===== src/rtl/ebc_pkg.sv =====
// Package for the external bus cycle controller: states, offsets, widths.
// Assumes a single 125 MHz clock and an asynchronous active-low reset.
// Function
// (RULE1) I/O cycles strobe io request, not memory
// (RULE2) I/O address untranslated, upper lines held low
// (RULE3) External I/O cycles get one automatic wait
// (RULE4) Reset low six clocks restarts at zero
// (RULE5) Alternate master requests bus by driving low
// (RULE6) After release, drive bus hold grant low
// (RULE7) Release bus only at machine cycle end
// (RULE8) Bus cycles three clocks plus waits; others one
// (RULE9) Wait on external wait OR internal generator
// (RULE10) Waits apply to CPU and DMA cycles
// (RULE11) External waits sit between second and third
// (RULE12) Wait sampled in second state and waits
// (RULE13) Wait low in wait state adds another
// (RULE14) Internal registers relative to 64-byte base
// (RULE15) Internal registers need upper eight bits zero
// (RULE16) Grant held until request returns high
package ebc_pkg;
	// Bus cycle states, one-hot
	typedef enum logic [5:0] {
		ST_IDLE   = 6'h01,
		ST_T1     = 6'h02,
		ST_SECOND = 6'h04,
		ST_WAIT   = 6'h08,
		ST_THIRD  = 6'h10,
		ST_HOLD   = 6'h20
	} ebc_state_e;

	// Cycle kinds requested by the core or DMA engine
	typedef enum logic [1:0] {
		CYC_MEM   = 2'h0,
		CYC_IO    = 2'h1,
		CYC_FETCH = 2'h2,
		CYC_INT   = 2'h3
	} ebc_kind_e;

	localparam int          ADDR_W        = 20;
	localparam int          IO_ADDR_W     = 16;
	localparam int          DATA_W        = 8;
	localparam int          WIN_BITS      = 6;
	localparam logic [5:0]  RELOC_OFFSET  = 6'h3f;
	localparam logic [1:0]  RELOC_RESET   = 2'h0;
	localparam logic [7:0]  IO_HIGH_ZERO  = 8'h00;
	localparam logic [3:0]  UPPER_ZERO    = 4'h0;
	localparam logic [19:0] RESTART_ADDR  = 20'h00000;
	localparam int          RESET_CYCLES  = 6;
	localparam int          WAIT_CNT_W    = 2;
	localparam int          IO_AUTO_WAITS = 1;
endpackage


===== src/rtl/ebc_reset_filter.sv =====
// Reset pin qualifier: a restart is issued only after the pin has
// stayed low for the required number of consecutive clocks.
// Assumes the pin is synchronous to clock.
`timescale 1ns/1ps
module ebc_reset_filter
	import ebc_pkg::*;
#(
	parameter int LOW_CYCLES = RESET_CYCLES
) (
	// Clock and reset
	input  wire logic clock,
	input  wire logic reset_n,
	// Pin and result
	input  wire logic reset_pin_n,
	output logic      restart
);
	logic [3:0] low_cnt_r;  // Consecutive low clocks, saturating
	logic       seen_r;     // Qualified low seen, waiting for release

	// Count low clocks; short glitches do not restart the core
	always_ff @(posedge clock or negedge reset_n) begin
		if (!reset_n) begin
			low_cnt_r <= 4'h0;
		end else if (reset_pin_n) begin
			low_cnt_r <= 4'h0;
		end else if (low_cnt_r != 4'(LOW_CYCLES)) begin
			low_cnt_r <= low_cnt_r + 4'h1;
		end
	end

	// Restart held while qualified low persists
	always_ff @(posedge clock or negedge reset_n) begin
		if (!reset_n) begin
			seen_r <= 1'b0;
		end else begin
			seen_r <= !reset_pin_n && (low_cnt_r >= 4'(LOW_CYCLES - 1)); // [RULE4]
		end
	end

	assign restart = seen_r;
endmodule


===== src/rtl/ebc_bus_ctrl.sv =====
// External bus cycle controller: strobes, wait states, bus hold
// exchange, reset restart and internal register window decode.
// Assumes all pins synchronous to clock; pins are shared by the
// alternate master while granted, so drivers have enables.
`timescale 1ns/1ps
module ebc_bus_ctrl
	import ebc_pkg::*;
#(
	parameter int WAIT_W = WAIT_CNT_W
) (
	// Clock and reset
	input  wire logic               clock,
	input  wire logic               reset_n,
	// Reset pin
	input  wire logic               reset_pin_n,
	// Cycle request from core or DMA engine
	input  wire logic               cyc_req,
	input  wire logic               cyc_dma,
	input  wire logic [1:0]         cyc_kind,
	input  wire logic               cyc_write,
	input  wire logic [ADDR_W-1:0]  cyc_addr,
	input  wire logic [DATA_W-1:0]  cyc_wdata,
	input  wire logic [WAIT_W-1:0]  prog_waits,
	output logic                    cyc_ack,
	output logic [DATA_W-1:0]       cyc_rdata,
	output logic                    restart,
	output logic [ADDR_W-1:0]       restart_addr,
	// Internal register window
	output logic                    int_hit,
	output logic [WIN_BITS-1:0]     int_offset,
	input  wire logic [DATA_W-1:0]  int_rdata,
	// External bus
	output logic [ADDR_W-1:0]       addr_out,
	output logic                    addr_oe,
	output logic [DATA_W-1:0]       data_out,
	output logic                    data_oe,
	input  wire logic [DATA_W-1:0]  data_in,
	output logic                    mem_request_strobe_n,
	output logic                    io_request_strobe_n,
	output logic                    rd_strobe_n,
	output logic                    wr_strobe_n,
	output logic                    ctrl_oe,
	input  wire logic               wait_n,
	// Bus exchange
	input  wire logic               bus_hold_request_n,
	output logic                    bus_hold_grant_n
);
	ebc_state_e              state_r;       // Bus cycle state
	logic [1:0]              kind_r;        // Latched cycle kind
	logic                    write_r;       // Latched direction
	logic [ADDR_W-1:0]       addr_r;        // Latched address
	logic [DATA_W-1:0]       wdata_r;       // Latched write data
	logic [WAIT_W-1:0]       gen_cnt_r;     // Internal waits left
	logic                    inner_r;       // Cycle hits internal regs
	logic [1:0]              reloc_r;       // Window base, bits 7:6
	logic                    wait_now;      // OR of both wait sources
	logic                    cyc_end;       // Last clock of machine cycle
	logic                    is_bus;        // Kind drives the bus
	logic                    rst_q;         // Qualified restart
	logic                    dma_r;         // Cycle issued by DMA engine

	// Internal window match on a 16-bit I/O address
	function automatic logic win_hit(input logic [IO_ADDR_W-1:0] a,
	                                 input logic [1:0] base);
		win_hit = (a[15:8] == IO_HIGH_ZERO)         // [RULE15]
		       && (a[7:6] == base);                 // [RULE14]
	endfunction

	ebc_reset_filter #(
		.LOW_CYCLES (RESET_CYCLES)
	) u_rst (
		.clock       (clock),
		.reset_n     (reset_n),
		.reset_pin_n (reset_pin_n),
		.restart     (rst_q)
	);
	assign restart      = rst_q;
	assign restart_addr = RESTART_ADDR;                 // [RULE4]

	assign is_bus   = (kind_r != CYC_INT);
	// Waits from pin or generator, same for CPU and DMA cycles
	assign wait_now = !wait_n || (gen_cnt_r != '0);     // [RULE9] [RULE10]
	// Internal ops last one clock; bus cycles end in third state
	assign cyc_end  = (state_r == ST_THIRD)
	               || (state_r == ST_T1 && !is_bus);     // [RULE8]

	// Main cycle sequencer
	always_ff @(posedge clock or negedge reset_n) begin
		if (!reset_n) begin
			state_r <= ST_IDLE;
		end else if (rst_q) begin
			state_r <= ST_IDLE;                           // [RULE4]
		end else begin
			case (state_r)
				ST_IDLE: begin
					if (!bus_hold_request_n) begin
						state_r <= ST_HOLD;               // [RULE7]
					end else if (cyc_req) begin
						state_r <= ST_T1;
					end
				end
				ST_T1: begin
					state_r <= is_bus ? ST_SECOND : ST_IDLE;
				end
				ST_SECOND: begin                          // [RULE12]
					// Pin and generator checked in second state
					state_r <= wait_now ? ST_WAIT : ST_THIRD; // [RULE11]
				end
				ST_WAIT: begin
					state_r <= wait_now ? ST_WAIT : ST_THIRD; // [RULE13]
				end
				ST_THIRD: begin
					state_r <= ST_IDLE;
				end
				ST_HOLD: begin
					if (bus_hold_request_n) begin
						state_r <= ST_IDLE;               // [RULE16]
					end
				end
				default: begin
					state_r <= ST_IDLE;
				end
			endcase
		end
	end

	// Latch request at cycle start
	always_ff @(posedge clock or negedge reset_n) begin
		if (!reset_n) begin
			kind_r  <= CYC_INT;
			write_r <= 1'b0;
			addr_r  <= '0;
			wdata_r <= '0;
			inner_r <= 1'b0;
			dma_r   <= 1'b0;
		end else if (state_r == ST_IDLE && cyc_req && bus_hold_request_n
		             && !rst_q) begin
			kind_r  <= cyc_kind;
			write_r <= cyc_write;
			wdata_r <= cyc_wdata;
			dma_r   <= cyc_dma;
			inner_r <= (cyc_kind == CYC_IO)
			        && win_hit(cyc_addr[15:0], reloc_r);
			if (cyc_kind == CYC_IO) begin
				// No translation, upper lines forced low
				addr_r <= {UPPER_ZERO, cyc_addr[15:0]}; // [RULE2]
			end else begin
				addr_r <= cyc_addr;
			end
		end
	end

	// Internal wait generator; external I/O gets at least one
	always_ff @(posedge clock or negedge reset_n) begin
		if (!reset_n) begin
			gen_cnt_r <= '0;
		end else if (state_r == ST_T1) begin
			if (kind_r == CYC_IO && !inner_r
			    && prog_waits < WAIT_W'(IO_AUTO_WAITS)) begin
				gen_cnt_r <= WAIT_W'(IO_AUTO_WAITS);      // [RULE3]
			end else if (inner_r) begin
				gen_cnt_r <= '0;                          // [RULE3]
			end else begin
				gen_cnt_r <= prog_waits;
			end
		end else if ((state_r == ST_SECOND || state_r == ST_WAIT)
		             && gen_cnt_r != '0) begin
			gen_cnt_r <= gen_cnt_r - WAIT_W'(1);
		end
	end

	// Relocation register write from an internal I/O cycle
	always_ff @(posedge clock or negedge reset_n) begin
		if (!reset_n) begin
			reloc_r <= RELOC_RESET;
		end else if (state_r == ST_THIRD && inner_r && write_r
		             && addr_r[WIN_BITS-1:0] == RELOC_OFFSET) begin
			reloc_r <= wdata_r[7:6];                      // [RULE14]
		end
	end

	// Read data capture in the third state
	always_ff @(posedge clock or negedge reset_n) begin
		if (!reset_n) begin
			cyc_rdata <= '0;
		end else if (state_r == ST_THIRD && !write_r) begin
			if (!inner_r) begin
				cyc_rdata <= data_in;
			end else if (addr_r[WIN_BITS-1:0] == RELOC_OFFSET) begin
				cyc_rdata <= {reloc_r, 6'h00};
			end else begin
				cyc_rdata <= int_rdata;
			end
		end
	end

	// Strobes and pin drivers
	assign cyc_ack    = cyc_end;
	assign int_hit    = inner_r && state_r != ST_IDLE && state_r != ST_HOLD;
	assign int_offset = addr_r[WIN_BITS-1:0];
	wire   active     = is_bus
	                 && state_r inside {ST_T1, ST_SECOND, ST_WAIT, ST_THIRD};
	wire   strobe     = is_bus
	                 && state_r inside {ST_SECOND, ST_WAIT, ST_THIRD};
	assign io_request_strobe_n  = !(strobe && kind_r == CYC_IO);  // [RULE1]
	assign mem_request_strobe_n = !(strobe && kind_r != CYC_IO);  // [RULE1]
	assign rd_strobe_n = !(strobe && !write_r);
	assign wr_strobe_n = !(strobe && write_r);
	assign addr_out    = addr_r;
	assign addr_oe     = state_r != ST_HOLD;
	assign ctrl_oe     = state_r != ST_HOLD;
	assign data_out    = wdata_r;
	assign data_oe     = active && write_r;
	// Grant only once all drivers are off
	assign bus_hold_grant_n = !(state_r == ST_HOLD);   // [RULE6]
endmodule


===== config.mk =====
export PLATFORM = sky130hd
export DESIGN_NAME = ebc_bus_ctrl
export DESIGN_NICKNAME = d
export VERILOG_FILES = /design/src/rtl/ebc_pkg.sv /design/src/rtl/ebc_reset_filter.sv /design/src/rtl/ebc_bus_ctrl.sv
export SDC_FILE = /design/constraint.sdc
export NUM_CORES = 1
export LEC_CHECK = 0
export ABC_AREA = 1
export BUFFER_PORTS_ARGS = -buffer_cell sky130_fd_sc_hd__buf_4
export CORE_UTILIZATION = 45
export CTS_CLUSTER_SIZE = 12
export DETAILED_ROUTE_END_ITERATION = 16
export GPL_TIMING_DRIVEN = 0
export HOLD_SLACK_MARGIN = 0.08
export PLACE_DENSITY = 0.77
export SLEW_MARGIN = 10
export SYNTH_ARGS = -nofsm -noshare
export SYNTH_HDL_FRONTEND = slang
export SYNTH_SLANG_ARGS = --single-unit

===== constraint.sdc =====
create_clock -name clock -period 2.1 [get_ports clock]
set_clock_uncertainty 0.1 [all_clocks]
set_input_delay 0.21 -clock clock [delete_from_list [all_inputs] [get_ports clock]]
set_output_delay 0.21 -clock clock [all_outputs]
set_load 0.02 [all_outputs]

==> results of run 1 <==
cell families (layout without fill, tap and decap cells):
kind of cell | after synthesis | after routing | share of synthesized area, %
xor gates and xnor gates | 3 | 3 | 0.918
adders and majority gates | 5 | 5 | 2.18
other | 1 | 20 | 0.131
and+or+nand+nor | 195 | 195 | 28.0
buffers and inverters | 80 | 235 | 14.6
AOI/OAI and AO/OA | 33 | 33 | 5.94
DFF | 55 | 55 | 48.2
power breakdown:
group	switching, W	internal [W]	total, W
Clock	0.000371	0.000242	0.000614
Sequential	0.000257	0.00141	0.00167
Combinational	0.00118	0.000912	0.00209
Total	0.00181	0.00257	0.00438
worst max-delay path: cells and delay by family, from the launching register on:
kind / cells / cell delay (ns)
flops: 1 / 0.42
compound gates: 1 / 0.10
simple gates: 5 / 0.59
buf+inv: 2 / 0.22
metrics by stage:
stage	area [µm²]	setup WS, ns
after detailed placement	3830	0.428
after global routing	4340	0.0158
final	4340	0.149
after floorplan	2940	0.421
after CTS	4310	0.0625
after global placement	3830	0.424
repair_timing:
item                                    in CTS  in global routing
endpoints found under the setup margin       0                  1
buffers inserted                             0                  1
resized for setup                            0                  4
hold buffers                                39                  0
endpoints found under the hold margin       92                  0
state kept, by name, indices dropped and copies added, names as in the netlist:
register and count:
state_r 6, cyc_rdata 8, gen_cnt_r 2, u_rst.low_cnt_r 4, kind_r 2, addr_out 20
reloc_r 2, write_r 1, data_out 8, u_rst.restart 1, inner_r 1
layout by cell type (no fill, tap or decap):
| master | synthesis | layout |
|---|---|---|
| nand3_2 | 3 | 5 |
| inv_1 | 41 | 41 |
| o21ai_1 | 16 | 16 |
| nand2_1 | 138 | 137 |
| nand3_1 | 19 | 17 |
| xor2_1 | 2 | 2 |
| nor2_4 | 1 | 2 |
| buf_4 | 30 | 138 |
| nand2_2 | 0 | 1 |
| nor3_1 | 2 | 2 |
| nor2_2 | 2 | 1 |
| buf_2 | 4 | 4 |
| nor2_1 | 25 | 25 |
| xnor2_1 | 1 | 1 |
| o211ai_1 | 1 | 1 |
| inv_2 | 4 | 4 |
| dlygate4sd3_1 | 0 | 39 |
| dfstp_2 | 3 | 3 |
| o21bai_1 | 1 | 1 |
| inv_6 | 0 | 2 |
| clkbuf_1 | 1 | 1 |
| nand3b_1 | 1 | 1 |
| conb_1 | 1 | 20 |
| clkbuf_8 | 0 | 5 |
| o21ai_0 | 11 | 11 |
| nand4_1 | 4 | 4 |
| ha_1 | 5 | 5 |
| dfrtp_1 | 52 | 52 |
| a21oi_1 | 4 | 4 |
| clkinv_2 | 0 | 1 |
per-layer routing:
layer  wire (µm)  up-vias
met5           0        -
li1            -     1438
met1        3130     1348
met4          59        0
met3         485        8
met2        3890      105
path summary, 6_finish.rpt:
| path | slack [ns] | depth (start not counted) | start | to |
|---|---|---|---|---|
| setup / recovery | 0.15 | 8 | state_r[2] | data_oe |
| hold / removal | 0.1 | 5 | data_in[4] | cyc_rdata[4] |
| setup reg to reg | 0.39 | 8 | state_r[0] | addr_out[19] |
| hold reg to reg | 0.39 | 2 | cyc_rdata[3] | cyc_rdata[3] |
| max in group asynchronous | 1.07 | 2 | reset_n | state_r[4] |
| min in group asynchronous | 0.36 | 2 | reset_n | addr_out[17] |
layout make-up:
type	instances	area (µm²)
Buffer	35	249
Inverter	45	169
Sequential cell	55	1380
Clock buffer	5	68.8
Timing Repair Buffer	147	1200
Fill cell	477	1690
Multi-Input combinational cell	256	1150
Clock inverter	3	22.5
Tap cell	75	93.8
==> results_dict.tcl, run 1 <==
set metrics [dict create \
    hold_viol 0 \
    slew_headroom_pct 54.0 \
    synth.area.top_cells "dfrtp_1 45%, nand2_1 18%, buf_4 7.9%" \
    cp.arrival_ns 1.64 \
    row_count 28 \
    fin_cells 621 \
    grt_antenna_before_repair 0 \
    diodes 0 \
    fp.dieH_um 81.8 \
    cts_sinks 55 \
    met1_usage_pct 30.1 \
    dr.pass1.iters 4 \
    grt-busiest-layer "met2" \
    grt_pass1_wl_mm 12.3 \
    cp_slowest_cell "dfrtp_1" \
    ant_nets 0 \
    gp_congestion 0.825 \
    tns_ns 0 \
    core_mm2 0.00603 \
    clock_latency_ns 0.31 \
    grt_use_met2_pct 42.1 \
    grtUsageTotal_pct 24.1 \
    crit_type "flip-flop to output port" \
    power_w 0.00438 \
    synth_ff_type "dfrtp_1" \
    port_buffers 107 \
    met3_usage_pct 5.33 \
    ir_drop_v 0.000720 \
    worstMarginPinSlew_ns 0.691 \
    numCtsBuffers 5 \
    min_path_type "input pin to flip-flop" \
    io_pins 129 \
    drt_iter0_drc 118 \
    area_growth_pct 51.5 \
    period_minus_slack_ns 1.95 \
    place_inst 573 \
    wire_per_inst_um 12.2 \
    synth.cells.most_frequent "138 x nand2_1, 52 x dfrtp_1, 41 x inv_1" \
    slew_violations 0 \
    clock_path_buffers 2 \
    grt_pass1_vias 2745 \
    max_freq_ghz 0.513 \
    overflow 0 \
    drt-total-wl_mm 7.56 \
    synth_top_cell_by_area "dfrtp_1" \
    crit_chain "nor2_4 > nand2_1 > inv_2 > nand2_1 > nand2_2 > nand3_2 > o21ai_1 > buf_4" \
    worstPathRequired_ns 1.79 \
    yosys_warnings 0 \
    critPathMaxFanout 6 \
    grt_max_degree 56 \
    start_util_pct 47.5 \
    cp_common_cell "nand2_1" \
    slowest_delay_ns 0.42 \
    async_flop_share_pct 100 \
    cts.reportedPaths.clkPinSlew_ns 0.10 \
    synth.distinct_cells 25 \
    drive_gt1_share_pct 30.4 \
    post-route-period-util_pct 92.9 \
    setup_viol 0 \
    ys_seq_area_share_pct 48.2 \
    max_cap_violations 0 \
    netlist_area_mm2 0.00286 \
    drc 0 \
    htreeDepth 2 \
    yosys_register_bits 55 \
    rsz0062_at_grt "no" \
    powerDensity_mw_per_mm2 1010 \
    synth_top_area_share_pct 45.4 \
    end_kind "output port" \
    nNetsFinal 606 \
    timing.hold.ws_ns 0.0958 \
    die_w_um 81.8 \
    synth_edf_count 0 \
    final_core_util_pct 72.0 \
    cts_tree "yes" \
    hpwl_mm 5.14 \
    start_kind "flip-flop" \
    status "completed" \
    syn_avg_cell_area_um2 7.70 \
    dieArea_mm2 0.00669 \
    vias_per_cell 4.67 \
    clockRootBuffer "clkbuf_8" \
    synthCells 372 \
    leakage_nw 2.42 \
    vias 2899 \
    post-synth-top-count-cell "nand2_1" \
]
Power figures use the tool's default switching activity.
==> inputs of run 2 (changes only) <==
==> constraint.sdc (replaced) <==
create_clock -name clock -period 2.1 [get_ports clock]
set_clock_uncertainty 0.1 [all_clocks]
set_input_delay 0.42 -clock clock [delete_from_list [all_inputs] [get_ports clock]]
set_output_delay 0.42 -clock clock [all_outputs]
set_load 0.02 [all_outputs]
==> run 2 against run 1 <==
Effect of this change: utilization is 3.0 points lower; cell count down 4.0%; clock-buffer cell count is the same; final area shrank 4.1%; clock power grew 1%; routed wire length fell by 6.0%; via count fell by 5.5%; maximum frequency shrank 8.8%; the flow now finishes with violations (negative setup slack); sequential cell count is the same; die area stayed put.
==> results_dict.tcl, run 2 (synthesized netlist as in run 1, its figures left out) <==
set metrics [dict create \
    diodes 0 \
    gp_congestion 0.825 \
    vias_per_cell 4.60 \
    cp.arrival_ns 1.62 \
    leakage_nw 2.35 \
    hold_viol 0 \
    path_buf_inv 3 \
    vias 2741 \
    largest_reg_flops 20 \
    rsz0062_at_grt "yes" \
    htreeDepth 2 \
    place_ws_ns 0.218 \
    grt_pass1_wl_mm 11.3 \
    timing.hold.ws_ns 0.165 \
    r2r_slack_ns 0.07 \
    fp.dieH_um 81.8 \
    grt_max_degree 56 \
    grt_pass1_vias 2588 \
    fin_cells 596 \
    powerDensity_mw_per_mm2 1090 \
    r2r_cells 13 \
    holdCritStartpoint "reset_pin_n" \
    area_growth_pct 45.3 \
    period_minus_slack_ns 2.14 \
    start_kind "flip-flop" \
    regToRegEndpoint "cyc_rdata[7]" \
    slew_headroom_pct 54.1 \
    drive_gt1_share_pct 36.5 \
    clock_latency_ns 0.31 \
    end_kind "output port" \
    wire_per_inst_um 11.9 \
    clockRootBuffer "clkbuf_8" \
    drt_iter0_drc 140 \
    ir_drop_v 0.000744 \
    overflow 0 \
    start_util_pct 47.5 \
    dieArea_mm2 0.00669 \
    final_common_cell "buf_4" \
    worstPathRequired_ns 1.58 \
    max_freq_ghz 0.468 \
    cp_top_family "simple AND/OR/NAND/NOR gates" \
    violations "negative setup slack" \
    drc 0 \
    cts_tree "yes" \
    min_to "u_rst.restart" \
    cp_slowest_cell "dfrtp_1" \
    cts_sinks 55 \
    status "finished, violations left" \
    crit_type "flip-flop to output port" \
    row_count 28 \
    numCtsBuffers 5 \
    mostFrequentLayoutCells "143 x buf_4, 134 x nand2_1, 52 x dfrtp_1, 40 x inv_1, 22 x nor2_1" \
    ant_nets 0 \
    critPathMaxFanout 3 \
    setup_slack_ns -0.0386 \
    cts.reportedPaths.clkPinSlew_ns 0.10 \
    worstMarginPinSlew_ns 0.688 \
    grtUsageTotal_pct 22.2 \
    setup_viol 5 \
    nNetsFinal 581 \
    io_pins 129 \
    max_cap_violations 0 \
    hpwl_mm 5.14 \
    drt-total-wl_mm 7.11 \
    place_inst 573 \
    port_buffers 107 \
    dr.pass1.iters 4 \
    slew_violations 0 \
    core_mm2 0.00603 \
    slowest_delay_ns 0.42 \
    hold_depth 2 \
    clock_path_buffers 2 \
    die_w_um 81.8 \
    min_path_type "input pin to flip-flop" \
    crit_chain "nor2_1 > nand2_2 > inv_2 > nand2_4 > nand2_4 > buf_6 > nand3_2 > buf_6" \
    r2r_start "state_r[0]" \
    grt_antenna_before_repair 0 \
    post-route-period-util_pct 102 \
]
[run 2: cell count changes in the layout (fill, tap and decap cells not counted), sizes merged]
| cell | before | now |
|---|---|---|
| dlygate4sd3 | 39 | 1 |
| buf | 142 | 155 |
[run 2: final cells by class]
type,count,area [µm²]
Fill cell,499,1870
Sequential cell,55,1380
Multi-Input combinational cell,256,1220
Timing Repair Buffer,122,957
Buffer,35,250
Inverter,45,171
Tap cell,75,93.8
Clock buffer,5,68.8
Clock inverter,3,22.5
[run 2: worst max path at each step]
stage               slack (ns)  depth (start not counted)       start          end
finish                   -0.04                          8  state_r[1]  rd_strobe_n
global route             -0.14                          8  state_r[1]  rd_strobe_n
CTS                     -0.007                          8  state_r[2]      data_oe
detailed placement        0.22                          8  state_r[4]      data_oe
global placement          0.21                          8  state_r[4]      data_oe
floorplan                 0.21                          7  state_r[4]      data_oe
[run 2: metal layers]
layer / routed length (µm) / track usage (%) / vias to the layer above
li1: - / - / 1391
met1: 2950 / 26.7 / 1247
met2: 3600 / 39.4 / 93
met3: 467 / 5.22 / 10
met4: 90 / 5.96 / 0
met5: 0 / 0 / -
[run 2: power breakdown]
group,internal (W),leakage (nW),switching [W]
Sequential,0.00141,0.674,0.000251
Clock,0.000243,0.0489,0.000377
Combinational,0.00102,1.63,0.00122
Total,0.00268,2.35,0.00185
[run 2: timing repair]
item                       CTS  global route
gates resized for setup      8            22
pin swaps                    3             6
buffers inserted             8             6
hold endpoints to repair    52             0
setup endpoints to repair    6             9
hold buffers                 1             0
[run 2: per-stage QoR]
stage	power (W)	utilization, %	TNS (ns)	area [µm²]
after floorplan	0.00285	-	0	2940
after global placement	0.00361	63.6	0	3830
after detailed placement	0.00367	63.6	0	3830
after CTS	0.00439	66.8	-0.00727	4020
after global routing	0.00484	69.0	-0.904	4160
final	0.00453	69.0	-0.0612	4160
[run 2: worst reg2reg max path: stages (launching register included)]
cell and delay (ns):
dfstp_2 0.56, nor2_1 0.08, nand2_2 0.08, inv_2 0.05
buf_4 0.12, buf_4 0.12, buf_4 0.12, buf_4 0.12
buf_4 0.12, buf_4 0.13, nand3_4 0.12, inv_4 0.08
nor2_1 0.09, a21oi_1 0.04
==> inputs of run 3 (changes only) <==
--- a/config.mk
+++ b/config.mk
@@ -5,8 +5,8 @@
 export SDC_FILE = /design/constraint.sdc
 export NUM_CORES = 1
 export LEC_CHECK = 0
-export ABC_AREA = 1
 export BUFFER_PORTS_ARGS = -buffer_cell sky130_fd_sc_hd__buf_4
+export CORE_MARGIN = 5
 export CORE_UTILIZATION = 45
 export CTS_CLUSTER_SIZE = 12
 export DETAILED_ROUTE_END_ITERATION = 16
==> run 3 against run 2 <==
Effect of this change: the run still ends with negative setup slack left; final area decreased by 1.8%; maximum frequency decreased by 6.3%; register-to-register slack got worse by 0.06 ns; utilization decreased by 4.0 points; power decreased by 4.8%; critical endpoint is now ctrl_oe; critical path depth decreased by 4; via count decreased by 5.8%; setup slack got worse by 0.14 ns.
==> results_dict.tcl, run 3 <==
set metrics [dict create \
    status "finished, violations left" \
    violations "negative setup slack" \
    leakage_nw 2.17 \
    clock_latency_ns 0.30 \
    drc 0 \
    drt-total-wl_mm 7.53 \
    r2r_slack_ns 0.01 \
    io_pins 129 \
    tns_ns -1.30 \
    die_w_um 89.9 \
    synth.area.top_cells "dfrtp_1 45%, nand2_1 14%, buf_4 7.3%" \
    max_cap_violations 0 \
    synth_edf_count 0 \
    post-route-period-util_pct 109 \
    final_core_util_pct 65.1 \
    crit_type "flip-flop to output port" \
    cts_sinks 55 \
    grt_use_met2_pct 31.1 \
    r2r_cells 5 \
    slew_headroom_pct 53.0 \
    start_kind "flip-flop" \
    htreeDepth 2 \
    cp.arrival_ns 1.76 \
    ant_nets 0 \
    dr.pass1.iters 4 \
    ys_seq_area_share_pct 48.1 \
    diodes 0 \
    fp.dieH_um 89.9 \
    grt_max_degree 56 \
    vias 2581 \
    slew_violations 0 \
    multi_input_area_mm2 0.00128 \
    drt_iter0_drc 85 \
    worstPathRequired_ns 1.58 \
    grt_pass1_wl_mm 12.0 \
    clockRootBuffer "clkbuf_8" \
    nNetsFinal 518 \
    r2r_start "state_r[3]" \
    holdCritStartpoint "reset_pin_n" \
    period_minus_slack_ns 2.28 \
    port_buffers 107 \
    hold_depth 2 \
    gp_congestion 0.860 \
    overflow 0 \
    post-synth-top-count-cell "nand2_1" \
    grtUsageTotal_pct 17.5 \
    clock_path_buffers 2 \
    yosys_warnings 0 \
    largest_reg_flops 20 \
    synth.distinct_cells 44 \
    row_count 29 \
    end_kind "output port" \
    wire_per_inst_um 14.1 \
    powerDensity_mw_per_mm2 1060 \
    regToRegEndpoint "reloc_r[1]" \
    syn_avg_cell_area_um2 9.14 \
    synth_top_cell_by_area "dfrtp_1" \
    grt_pass1_vias 2541 \
    ir_drop_v 0.000720 \
    hpwl_mm 5.70 \
    rsz0062_at_grt "yes" \
    final_common_cell "buf_4" \
    setup_slack_ns -0.181 \
    synth_ff_type "dfrtp_1" \
    synth.cells.most_frequent "105 x nand2_1, 52 x dfrtp_1, 28 x buf_4" \
    cts.reportedPaths.clkPinSlew_ns 0.09 \
    drive_gt1_share_pct 40.0 \
    max_freq_ghz 0.438 \
    min_path_type "input pin to flip-flop" \
    setup_viol 10 \
    grt-busiest-layer "met2" \
    met3_usage_pct 5.59 \
    synthCells 314 \
    vias_per_cell 4.82 \
    start_util_pct 45.7 \
    hold_viol 0 \
    netlist_area_mm2 0.00287 \
    synth_top_area_share_pct 45.3 \
    critPathMaxFanout 4 \
    async_flop_share_pct 100 \
    core_mm2 0.00628 \
    met1_usage_pct 20.4 \
    timing.hold.ws_ns 0.198 \
    dieArea_mm2 0.00808 \
    mostFrequentLayoutCells "141 x buf_4, 103 x nand2_1, 51 x dfrtp_1, 20 x conb_1" \
    min_to "u_rst.low_cnt_r[0]" \
    worstMarginPinSlew_ns 0.705 \
    regArea_mm2 0.00138 \
    cts_tree "yes" \
    area_growth_pct 42.3 \
    nFillCells 530 \
    numCtsBuffers 5 \
    yosys_register_bits 55 \
    grt_antenna_before_repair 0 \
]
## run 3: worst max-delay path, cell delays in order (launching register included)
cell     delay, ns
dfrtp_1       0.42
or3_4         0.42
or3_4         0.37
buf_6         0.13
buf_6         0.12
## run 3: per-layer routing
layer	wire length (µm)	vias to the layer above	share of wire [%]
li1	-	1268	-
met1	2990	1214	40
met2	3920	88	52
met3	500	11	6.6
met4	119	0	1.6
met5	0	-	0
## run 3: worst max path at each step
stage,from,end,cells past startpoint
2_1_floorplan,state_r[1],bus_hold_grant_n,3
3_3_place_gp,state_r[1],ctrl_oe,4
3_5_place_dp,state_r[1],bus_hold_grant_n,4
4_1_cts,state_r[3],bus_hold_grant_n,4
5_1_grt,state_r[3],int_hit,6
6_report,state_r[3],ctrl_oe,4
## run 3: repair_timing
action,CTS,global route
hold endpoints to repair,26,0
hold buffers,1,0
setup endpoints to repair,10,35
setup buffers,4,6
pin swaps,4,4
gates resized for setup,7,15
## run 3: power breakdown
| part | leakage (nW) | internal [W] | switching (W) |
|---|---|---|---|
| clock network | 0.0412 | 0.000234 | 0.000337 |
| registers | 0.702 | 0.00141 | 0.000272 |
| logic | 1.43 | 0.000959 | 0.00110 |
| total | 2.17 | 0.00261 | 0.00171 |
## run 3: cell families after synthesis
family,synth area share [%]
buffers and inverters,11.9
DFF,48.1
AOI/OAI and AO/OA,6.97
adders and majority gates,2.18
and+or+nand+nor,26.4
muxes,2.53
xor gates and xnor gates,1.83
other,0.131
## run 3: metrics by stage
stage          area [µm²]  worst slack (ns)  cells  power (W)
3_5_place_dp         3840           -0.0747    517    0.00365
5_1_grt              4090            -0.247    535    0.00459
2_1_floorplan        2940            0.0202    333    0.00282
3_3_place_gp         3840           -0.0672    517    0.00359
4_1_cts              3990            -0.169    530    0.00427
6_report             4090            -0.181    535    0.00431
## run 3: cell type report
type                            count  area share, %
Sequential cell                    55           33.8
Multi-Input combinational cell    229           31.3
Timing Repair Buffer              118           21.9
Buffer                             38           7.63
Tap cell                           77           2.36
Clock buffer                        6           1.78
Inverter                           10          0.919
Clock inverter                      2          0.306
